===== src/inc/cbc_pkg.sv =====
// constants and types shared by the clock buffer configuration bank
package cbc_pkg;

   localparam int unsigned ADDR_W = 8;
   localparam int unsigned DATA_W = 8;
   localparam int unsigned N_OUT  = 4;
   localparam int unsigned N_BIAS = 5;
   localparam int unsigned CNT_W  = 5;

   // register offsets
   localparam logic [7:0] REG_READBACK_LENGTH       = 8'h07;
   localparam logic [7:0] REG_RSVD_A                = 8'h08;
   localparam logic [7:0] REG_RSVD_B                = 8'h09;
   localparam logic [7:0] REG_POWERDOWN_RETENTION   = 8'h0A;
   localparam logic [7:0] REG_DISABLED_OUTPUT_LEVEL = 8'h0B;
   localparam logic [7:0] REG_OUTPUT_IMPEDANCE_A    = 8'h0C;
   localparam logic [7:0] REG_OUTPUT_IMPEDANCE_B    = 8'h0D;
   localparam logic [7:0] REG_ENABLE_PIN_BIAS_A     = 8'h0E;
   localparam logic [7:0] REG_ENABLE_PIN_BIAS_B     = 8'h0F;
   localparam logic [7:0] REG_POWERGOOD_PIN_BIAS    = 8'h10;
   localparam logic [7:0] REG_RSVD_C                = 8'h11;

   // field positions
   localparam int unsigned COUNT_LSB  = 0;
   localparam int unsigned KEEP_BIT   = 6;
   localparam int unsigned RSVD10_BIT = 7;
   localparam int unsigned LEVEL_LSB  = 0;
   localparam logic [7:0] IMP_ADDR [4] = '{8'h0C, 8'h0C, 8'h0D, 8'h0D};
   localparam int unsigned IMP_LSB [4] = '{2, 6, 2, 4};
   localparam logic [7:0] BIAS_ADDR [5] =
      '{8'h0E, 8'h0E, 8'h0F, 8'h0F, 8'h10};
   localparam int unsigned BIAS_LSB [5] = '{2, 6, 2, 4, 0};

   // encodings
   localparam logic [1:0] LEVEL_LOW_LOW  = 2'h0;
   localparam logic [1:0] LEVEL_HIZ      = 2'h1;
   localparam logic [1:0] LEVEL_HIGH_LOW = 2'h2;
   localparam logic [1:0] LEVEL_LOW_HIGH = 2'h3;
   localparam logic [1:0] IMP_33         = 2'h0;
   localparam logic [1:0] IMP_85         = 2'h1;
   localparam logic [1:0] IMP_100        = 2'h2;
   localparam logic [1:0] IMP_RSVD       = 2'h3;
   localparam logic [1:0] BIAS_NONE      = 2'h0;
   localparam logic [1:0] BIAS_PDWN      = 2'h1;
   localparam logic [1:0] BIAS_PUP       = 2'h2;
   localparam logic [1:0] BIAS_BOTH      = 2'h3;
   localparam int unsigned BIAS_PU_BIT   = 1;
   localparam int unsigned BIAS_PD_BIT   = 0;

   // reset values
   localparam logic [4:0] COUNT_RST   = 5'h08;
   localparam logic       KEEP_RST    = 1'b1;
   localparam logic       RSVD10_RST  = 1'b0;
   localparam logic [1:0] LEVEL_RST   = LEVEL_LOW_LOW;
   localparam logic [1:0] IMP_RST     = IMP_100;
   localparam logic [1:0] BIAS_RST [5] =
      '{BIAS_PDWN, BIAS_PDWN, BIAS_PDWN, BIAS_PDWN, BIAS_PUP};
   localparam logic [7:0] RSVD16_VAL  = 8'h24;
   localparam logic [7:0] RDATA_RST   = 8'h00;

   // state of one differential output
   typedef struct packed {
      logic run;
      logic hiz;
      logic true_lvl;
      logic comp_lvl;
   } cbc_drive_t;

endpackage

===== src/hdl/cbc_pin_sync.sv =====
// three-stage pin synchroniser with agreement filter
`timescale 1ns/1ps
`default_nettype none
module cbc_pin_sync #(
   parameter int unsigned  W       = 1,
   parameter logic [W-1:0] RST_VAL = '0
) (
   // clock and reset
   input  wire logic         clk,
   input  wire logic         rst_n,
   // pin side
   input  wire logic [W-1:0] pin_in,
   // filtered level
   output logic      [W-1:0] level_out
);

   logic [W-1:0] s1_ff;
   logic [W-1:0] s2_ff;
   logic [W-1:0] s3_ff;
   logic [W-1:0] out_ff;

   always_ff @(posedge clk or negedge rst_n) begin
      if (!rst_n) begin
         s1_ff <= RST_VAL;
         s2_ff <= RST_VAL;
         s3_ff <= RST_VAL;
      end else begin
         s1_ff <= pin_in;
         s2_ff <= s1_ff;
         s3_ff <= s2_ff;
      end
   end

   // a change counts once stages two and three agree
   always_ff @(posedge clk or negedge rst_n) begin
      if (!rst_n) begin
         out_ff <= RST_VAL;
      end else begin
         out_ff <= (s2_ff & s3_ff) | (out_ff & (s2_ff ^ s3_ff));
      end
   end

   assign level_out = out_ff;

endmodule
`default_nettype wire


===== src/hdl/cbc_regs.sv =====
// configuration register bank and output control of the clock buffer
// Notes on behaviour
// RULE1: register 7 bits 4:0 hold read-back byte count, default eight.
// RULE2: register 10 bit 6 keeps config in power down; zero restores.
// RULE3: host leaves register 10 bit 7 at zero; it stays writable.
// RULE4: register 11 bits 1:0 give disabled output true/complement level.
// RULE5: impedance codes 00 is 33, 01 is 85, 10 is 100 ohm.
// RULE6: impedance fields in registers 12 and 13; code 11 is refused.
// RULE7: bias codes none, pull-down, pull-up, both.
// RULE8: enable biases in registers 14, 15 default pull-down; power-good 16.
// RULE9: registers 8, 9 and 17 reserved, read zero, ignore writes.
// RULE10: low enable bit in register 0 forces output to disabled level.
// RULE11: impedance power-up values come from the factory default input.
`timescale 1ns/1ps
`default_nettype none
module cbc_regs (
   // clock and reset
   input  wire logic                        MCLK,
   input  wire logic                        RSTN,
   // register port from the bus engine
   input  wire logic [7:0]                  REG_ADDR,
   input  wire logic                        REG_WR,
   input  wire logic [7:0]                  REG_WDATA,
   output logic      [7:0]                  REG_RDATA,
   // enable bits held in register 0
   input  wire logic [3:0]                  OUT_EN_CTRL,
   // factory default impedance set
   input  wire logic [3:0][1:0]             FACTORY_IMP,
   // device pins
   input  wire logic [3:0]                  OE_N_PIN,
   input  wire logic                        POWERGOOD_PIN,
   // configuration outputs
   output logic      [4:0]                  READBACK_COUNT,
   output logic                             KEEP_CONFIG,
   output logic      [3:0][1:0]             IMPEDANCE_SEL,
   output logic      [4:0]                  PULLUP_EN,
   output logic      [4:0]                  PULLDN_EN,
   output logic                             POWERED_UP,
   output var cbc_pkg::cbc_drive_t [3:0]    DRIVE
);

   logic [4:0]              count_ff;
   logic                    keep_ff;
   logic                    rsvd10_ff;
   logic [1:0]              level_ff;
   logic [3:0][1:0]         imp_ff;
   logic [4:0][1:0]         bias_ff;
   logic                    load_ff;
   logic                    pg_prev_ff;
   logic [7:0]              rdata_ff;
   logic [7:0]              nxt_rdata;
   cbc_pkg::cbc_drive_t [3:0] drive_ff;
   logic [3:0]              oe_n_sync;
   logic                    pg_sync;
   logic                    pd_enter;
   logic                    restore;
   logic                    hw_load;
   logic                    wr_ok;

   // pin synchronisers
   cbc_pin_sync #(
      .W       (4),
      .RST_VAL (4'hF)
   ) u_oe_sync (
      .clk       (MCLK),
      .rst_n     (RSTN),
      .pin_in    (OE_N_PIN),
      .level_out (oe_n_sync)
   );

   cbc_pin_sync #(
      .W       (1),
      .RST_VAL (1'b0)
   ) u_pg_sync (
      .clk       (MCLK),
      .rst_n     (RSTN),
      .pin_in    (POWERGOOD_PIN),
      .level_out (pg_sync)
   );

   // power-down entry and restore of defaults
   always_ff @(posedge MCLK or negedge RSTN) begin
      if (!RSTN) begin
         pg_prev_ff <= 1'b0;
      end else begin
         pg_prev_ff <= pg_sync;
      end
   end

   assign pd_enter = pg_prev_ff & ~pg_sync;
   assign restore  = pd_enter & ~keep_ff; // see RULE2
   assign hw_load  = restore | load_ff;
   assign wr_ok    = REG_WR & ~hw_load;

   // factory impedance set is caught once after reset release
   always_ff @(posedge MCLK or negedge RSTN) begin
      if (!RSTN) begin
         load_ff <= 1'b1;
      end else begin
         load_ff <= 1'b0;
      end
   end

   // read-back byte count
   always_ff @(posedge MCLK or negedge RSTN) begin
      if (!RSTN) begin
         count_ff <= cbc_pkg::COUNT_RST; // see RULE1
      end else if (hw_load) begin
         count_ff <= cbc_pkg::COUNT_RST;
      end else if (wr_ok && REG_ADDR == cbc_pkg::REG_READBACK_LENGTH) begin
         count_ff <=
            REG_WDATA[cbc_pkg::COUNT_LSB +: cbc_pkg::CNT_W]; // see RULE1
      end
   end

   // retention control and its reserved companion bit
   always_ff @(posedge MCLK or negedge RSTN) begin
      if (!RSTN) begin
         keep_ff   <= cbc_pkg::KEEP_RST;
         rsvd10_ff <= cbc_pkg::RSVD10_RST;
      end else if (hw_load) begin
         keep_ff   <= cbc_pkg::KEEP_RST;
         rsvd10_ff <= cbc_pkg::RSVD10_RST;
      end else if (wr_ok && REG_ADDR == cbc_pkg::REG_POWERDOWN_RETENTION) begin
         keep_ff   <= REG_WDATA[cbc_pkg::KEEP_BIT]; // see RULE2
         rsvd10_ff <= REG_WDATA[cbc_pkg::RSVD10_BIT]; // see RULE3
      end
   end

   // disabled output level
   always_ff @(posedge MCLK or negedge RSTN) begin
      if (!RSTN) begin
         level_ff <= cbc_pkg::LEVEL_RST;
      end else if (hw_load) begin
         level_ff <= cbc_pkg::LEVEL_RST;
      end else if (wr_ok &&
                   REG_ADDR == cbc_pkg::REG_DISABLED_OUTPUT_LEVEL) begin
         level_ff <= REG_WDATA[cbc_pkg::LEVEL_LSB +: 2]; // see RULE4
      end
   end

   // impedance selects; a written reserved code leaves the field alone, a reserved factory code loads IMP_RST; see RULE5
   always_ff @(posedge MCLK or negedge RSTN) begin
      if (!RSTN) begin
         for (int i = 0; i < 4; i++) begin
            imp_ff[i] <= cbc_pkg::IMP_RST;
         end
      end else begin
         for (int i = 0; i < 4; i++) begin
            if (hw_load) begin
               if (FACTORY_IMP[i] != cbc_pkg::IMP_RSVD) begin
                  imp_ff[i] <= FACTORY_IMP[i]; // see RULE11
               end else begin
                  imp_ff[i] <= cbc_pkg::IMP_RST;
               end
            end else if (wr_ok && REG_ADDR == cbc_pkg::IMP_ADDR[i] &&
                         REG_WDATA[cbc_pkg::IMP_LSB[i] +: 2] !=
                         cbc_pkg::IMP_RSVD) begin
               imp_ff[i] <= REG_WDATA[cbc_pkg::IMP_LSB[i] +: 2]; // see RULE6
            end
         end
      end
   end

   // input pin bias selects
   always_ff @(posedge MCLK or negedge RSTN) begin
      if (!RSTN) begin
         for (int i = 0; i < 5; i++) begin
            bias_ff[i] <= cbc_pkg::BIAS_RST[i]; // see RULE8
         end
      end else begin
         for (int i = 0; i < 5; i++) begin
            if (hw_load) begin
               bias_ff[i] <= cbc_pkg::BIAS_RST[i];
            end else if (wr_ok && REG_ADDR == cbc_pkg::BIAS_ADDR[i]) begin
               bias_ff[i] <= REG_WDATA[cbc_pkg::BIAS_LSB[i] +: 2]; // see RULE8
            end
         end
      end
   end

   // read mux; reserved and unmapped offsets read zero
   always_comb begin
      nxt_rdata = '0;
      if (REG_ADDR == cbc_pkg::REG_READBACK_LENGTH) begin
         nxt_rdata = 8'(count_ff);
      end else if (REG_ADDR == cbc_pkg::REG_POWERDOWN_RETENTION) begin
         nxt_rdata[cbc_pkg::KEEP_BIT]   = keep_ff;
         nxt_rdata[cbc_pkg::RSVD10_BIT] = rsvd10_ff;
      end else if (REG_ADDR == cbc_pkg::REG_DISABLED_OUTPUT_LEVEL) begin
         nxt_rdata[cbc_pkg::LEVEL_LSB +: 2] = level_ff;
      end else if (REG_ADDR == cbc_pkg::REG_RSVD_A ||
                   REG_ADDR == cbc_pkg::REG_RSVD_B ||
                   REG_ADDR == cbc_pkg::REG_RSVD_C) begin
         nxt_rdata = '0; // see RULE9
      end else begin
         for (int i = 0; i < 4; i++) begin
            if (REG_ADDR == cbc_pkg::IMP_ADDR[i]) begin
               nxt_rdata[cbc_pkg::IMP_LSB[i] +: 2] = imp_ff[i]; // see RULE6
            end
         end
         for (int i = 0; i < 5; i++) begin
            if (REG_ADDR == cbc_pkg::BIAS_ADDR[i]) begin
               nxt_rdata[cbc_pkg::BIAS_LSB[i] +: 2] = bias_ff[i];
            end
         end
         if (REG_ADDR == cbc_pkg::REG_POWERGOOD_PIN_BIAS) begin
            nxt_rdata = nxt_rdata | cbc_pkg::RSVD16_VAL;
         end
      end
   end

   always_ff @(posedge MCLK or negedge RSTN) begin
      if (!RSTN) begin
         rdata_ff <= cbc_pkg::RDATA_RST;
      end else begin
         rdata_ff <= nxt_rdata;
      end
   end

   // output drive state: register 0 bit, pin and power state
   always_ff @(posedge MCLK or negedge RSTN) begin
      if (!RSTN) begin
         drive_ff <= '0;
      end else begin
         for (int i = 0; i < 4; i++) begin
            if (OUT_EN_CTRL[i] && !oe_n_sync[i] && pg_sync) begin
               drive_ff[i] <= '{run: 1'b1, hiz: 1'b0,
                                true_lvl: 1'b0, comp_lvl: 1'b0};
            end else begin
               drive_ff[i].run <= 1'b0; // see RULE10
               drive_ff[i].hiz <= (level_ff == cbc_pkg::LEVEL_HIZ); // see RULE4
               drive_ff[i].true_lvl <=
                  (level_ff == cbc_pkg::LEVEL_HIGH_LOW); // see RULE4
               drive_ff[i].comp_lvl <=
                  (level_ff == cbc_pkg::LEVEL_LOW_HIGH); // see RULE4
            end
         end
      end
   end

   assign REG_RDATA      = rdata_ff;
   assign READBACK_COUNT = count_ff;
   assign KEEP_CONFIG    = keep_ff;
   assign IMPEDANCE_SEL  = imp_ff;
   assign POWERED_UP     = pg_sync;
   assign DRIVE          = drive_ff;

   // bias decode: bit one pulls up, bit zero pulls down
   always_comb begin
      for (int i = 0; i < 5; i++) begin
         PULLUP_EN[i] = bias_ff[i][cbc_pkg::BIAS_PU_BIT]; // see RULE7
         PULLDN_EN[i] = bias_ff[i][cbc_pkg::BIAS_PD_BIT]; // see RULE7
      end
   end

   logic imp_has_rsvd;
   assign imp_has_rsvd = (imp_ff[0] == cbc_pkg::IMP_RSVD) |
                         (imp_ff[1] == cbc_pkg::IMP_RSVD) |
                         (imp_ff[2] == cbc_pkg::IMP_RSVD) |
                         (imp_ff[3] == cbc_pkg::IMP_RSVD);
endmodule
`default_nettype wire


===== config.mk =====
export PLATFORM = sky130hd
export DESIGN_NAME = cbc_regs
export DESIGN_NICKNAME = d
export VERILOG_FILES = /design/src/inc/cbc_pkg.sv /design/src/hdl/cbc_pin_sync.sv /design/src/hdl/cbc_regs.sv
export SDC_FILE = /design/constraint.sdc
export NUM_CORES = 1
export LEC_CHECK = 0
export BUFFER_PORTS_ARGS = -buffer_cell sky130_fd_sc_hd__buf_4
export CORE_ASPECT_RATIO = 1.1
export CORE_MARGIN = 2
export CORE_UTILIZATION = 54
export CTS_CLUSTER_SIZE = 8
export DETAILED_ROUTE_END_ITERATION = 12
export PLACE_DENSITY = 0.94
export SLEW_MARGIN = 30
export SYNTH_ARGS = -nofsm -noshare
export SYNTH_HDL_FRONTEND = slang
export SYNTH_SLANG_ARGS = --single-unit

===== constraint.sdc =====
create_clock -name MCLK -period 4.2 [get_ports MCLK]
set_clock_uncertainty 0.1 [all_clocks]
set_input_delay 0.84 -clock MCLK [delete_from_list [all_inputs] [get_ports MCLK]]
set_output_delay 0.84 -clock MCLK [all_outputs]
set_load 0.05 [all_outputs]

==> results_dict.tcl <==
set metrics [dict create \
    outcome "complete, no violations" \
    cp_top_family "simple AND/OR/NAND/NOR gates" \
    wl_per_cell_um 16.04 \
    period_share_pct 57.07 \
    place.detailed.hpwl_um 4708 \
    start_kind "input port" \
    first_pass_iters 4 \
    clkLatencyLatePin_ns 0.35 \
    hold_class "flip-flop to flip-flop" \
    place.gp.congestion 0.8045 \
    htree_levels 3 \
    syn_to_final_growth_pct 30.70 \
    start_util_pct 55.03 \
    overflow 0 \
    slowest_delay_ns 0.77 \
    cts_setup_buffers 0 \
    layout_common_cells "buf_4 (84), dfrtp_1 (45), nor2_1 (29)" \
    setup_viol 0 \
    finalHoldViolCount 0 \
    grt_pass1_wl_um 10660 \
    maxCapViolCount 0 \
    cts_resized 0 \
    worstSetupPathType "input port to flip-flop" \
    vias 2253 \
    drt_wl_total_um 6559 \
    timing.hold.ws_ns 0.2584 \
    setup_tns_ns 0 \
    yosysSeqAreaShare_pct 63.54 \
    p_per_area_nw_per_um2 387.1 \
    maxSlewHeadroom_pct 43.86 \
    io_pins 85 \
    yosysTopAreaCellShare_pct 38.43 \
    multi_input_area_um2 1018 \
    rsz0062_at_grt "false" \
    synthCells 243 \
    post-route-drc-count 0 \
    drt_iter0_markers 222 \
    gr-usage-all-layers_pct 24.03 \
    r2r_setup_slack_ns 2.53 \
    min_period_ns 2.397 \
    cp-end-kind "flip-flop" \
    timing.fmax_mhz 417.2 \
    die-area_um2 6032 \
    total_power_mw 1.483 \
    synth_nets 284 \
    clkSinkCount 73 \
    required_ns 4.31 \
    synth-edff-count 0 \
    n_fill_cell 381 \
    tightestPinTransition_ns 0.8421 \
    path_cells "buf_4 -> or4_1 -> nor4_4 -> mux2i_1 -> nor2_1" \
    seq_area_um2 1862 \
    clockBufferDepth 2 \
    fp.dieH_um 81.26 \
    fp.dieW_um 74.24 \
    netlist-cell-type-count 38 \
    rows 28 \
    irDropWorstVdd_v 0.0002125 \
    clock-root-buffer "clkbuf_8" \
    viasPerCell 5.509 \
    critPathSlowestCell "or4_1" \
    ctsHoldBuffers 0 \
    num_antenna_cells 0 \
    crit_fanout 10 \
    async_reset_ff_share_pct 100.0 \
    cts_tree "done" \
    crit_arrival_ns 2.51 \
    finalMaxSlewViolations 0 \
    antenna_found_initial 0 \
    ys_seq_elements 73 \
    port_buffers 84 \
    grt_max_degree 74 \
    core_um2 5325 \
    grt_pass1_vias 2188 \
    final_common_cell "buf_4" \
    timing.critical_path.buf_inv 1 \
    synth_ff_type "dfrtp_1" \
    syn_area_um2 2930 \
    cts_made_buffers 9 \
    avgSynthCellArea_um2 12.06 \
    yosysWarnings 0 \
    yosysTopAreaCell "dfrtp_1" \
    clk_pin_slew_worst_paths_ns 0.08 \
    final_layout_size_suffix_gt1_share_pct 40.42 \
    synthTopCellsByArea "dfrtp_1 (38%), dfstp_2 (25%), mux2i_1 (4.1%)" \
    p_leak_nw 1.837 \
    fin_nets 370 \
    ant_nets 0 \
]
==> cell usage after synthesis, types with 2 or more instances <==
master    count
a21o_1        5
a21oi_1       6
a222oi_1      2
a22oi_1       3
and3_1        3
and3b_1       3
clkbuf_1      7
dfrtp_1      45
dfstp_2      28
ha_1          5
inv_1         3
mux2i_1      12
mux4_2        2
nand2_1      23
nand2b_1      3
nand3_1      15
nand3b_1      4
nand4_1       2
nor2_1       29
nor2b_1       3
nor4_1        9
o21ai_0       5
o31ai_1      10
or2_2         2
==> registers in the layout (all words and copies together) (netlist names) <==
name,flops
REG_RDATA,8
pg_prev_ff,1
load_ff,1
u_pg_sync.s1_ff,1
u_pg_sync.s2_ff,1
PULLUP_EN,5
u_oe_sync.level_out,4
READBACK_COUNT,5
u_pg_sync.level_out,1
level_ff,2
DRIVE,16
u_oe_sync.s1_ff,4
PULLDN_EN,5
KEEP_CONFIG,1
u_oe_sync.s2_ff,4
rsvd10_ff,1
IMPEDANCE_SEL,8
u_pg_sync.s3_ff,1
u_oe_sync.s3_ff,4
==> per-layer routing <==
layer  track usage [%]  share of wire [%]
met2             39.38                 53
met1             30.23                 39
met5                 0                  0
met4             10.71                2.4
met3             5.831                5.6
==> worst reg2reg max path, delay by kind of cell (launching register included) <==
kind             cells  cell delay (ns)
AO/OA/AOI/OAI        1             0.16
AND/OR/NAND/NOR      3             0.77
flip-flops           1             0.56
==> power breakdown <==
group	leakage (nW)	internal [mW]	switching, mW	total [mW]
Combinational	0.828	0.0574	0.100	0.158
Clock	0.102	0.310	0.260	0.570
Sequential	0.907	0.738	0.0167	0.755
==> through the flow <==
step | cells | utilization, % | setup WS, ns | instance area [µm²]
floorplan | 243 | - | 1.836 | 2930
global placement | 393 | 67.90 | 1.529 | 3616
detailed placement | 393 | 67.90 | 1.466 | 3616
CTS | 409 | 71.92 | 1.825 | 3830
global route | 409 | 71.92 | 1.709 | 3830
finish | 409 | 71.92 | 1.803 | 3830
==> final timing paths <==
path / start / end / depth (start not counted)
worst max-delay path: REG_ADDR[4] / PULLUP_EN[0] / 5
worst min-delay path: u_oe_sync.s2_ff[3] / u_oe_sync.s3_ff[3] / 0
worst max register to register: KEEP_CONFIG / READBACK_COUNT[4] / 4
worst min register to register: u_oe_sync.s2_ff[3] / u_oe_sync.s3_ff[3] / 0
max in group asynchronous: RSTN / IMPEDANCE_SEL[2] / 1
min in group asynchronous: RSTN / DRIVE[7] / 1
==> logic make-up after synthesis <==
logic type	Yosys count	share of synthesized area, %
AOI/OAI and AO/OA	33	7.729
adders and majority gates	5	2.135
buffers and inverters	12	1.708
DFF	73	63.54
muxes	14	5.636
other	1	0.1280
and+or+nand+nor	105	19.13
==> area by class of cell <==
class	count	share of cell area, %
clock buffer	11	3.953
timing repair buffer	84	16.47
sequential	73	48.61
inverter	3	0.2940
tap	75	2.450
clock inverter	5	1.633
multi-input combinational	158	26.59
Power figures use the tool's default switching activity.
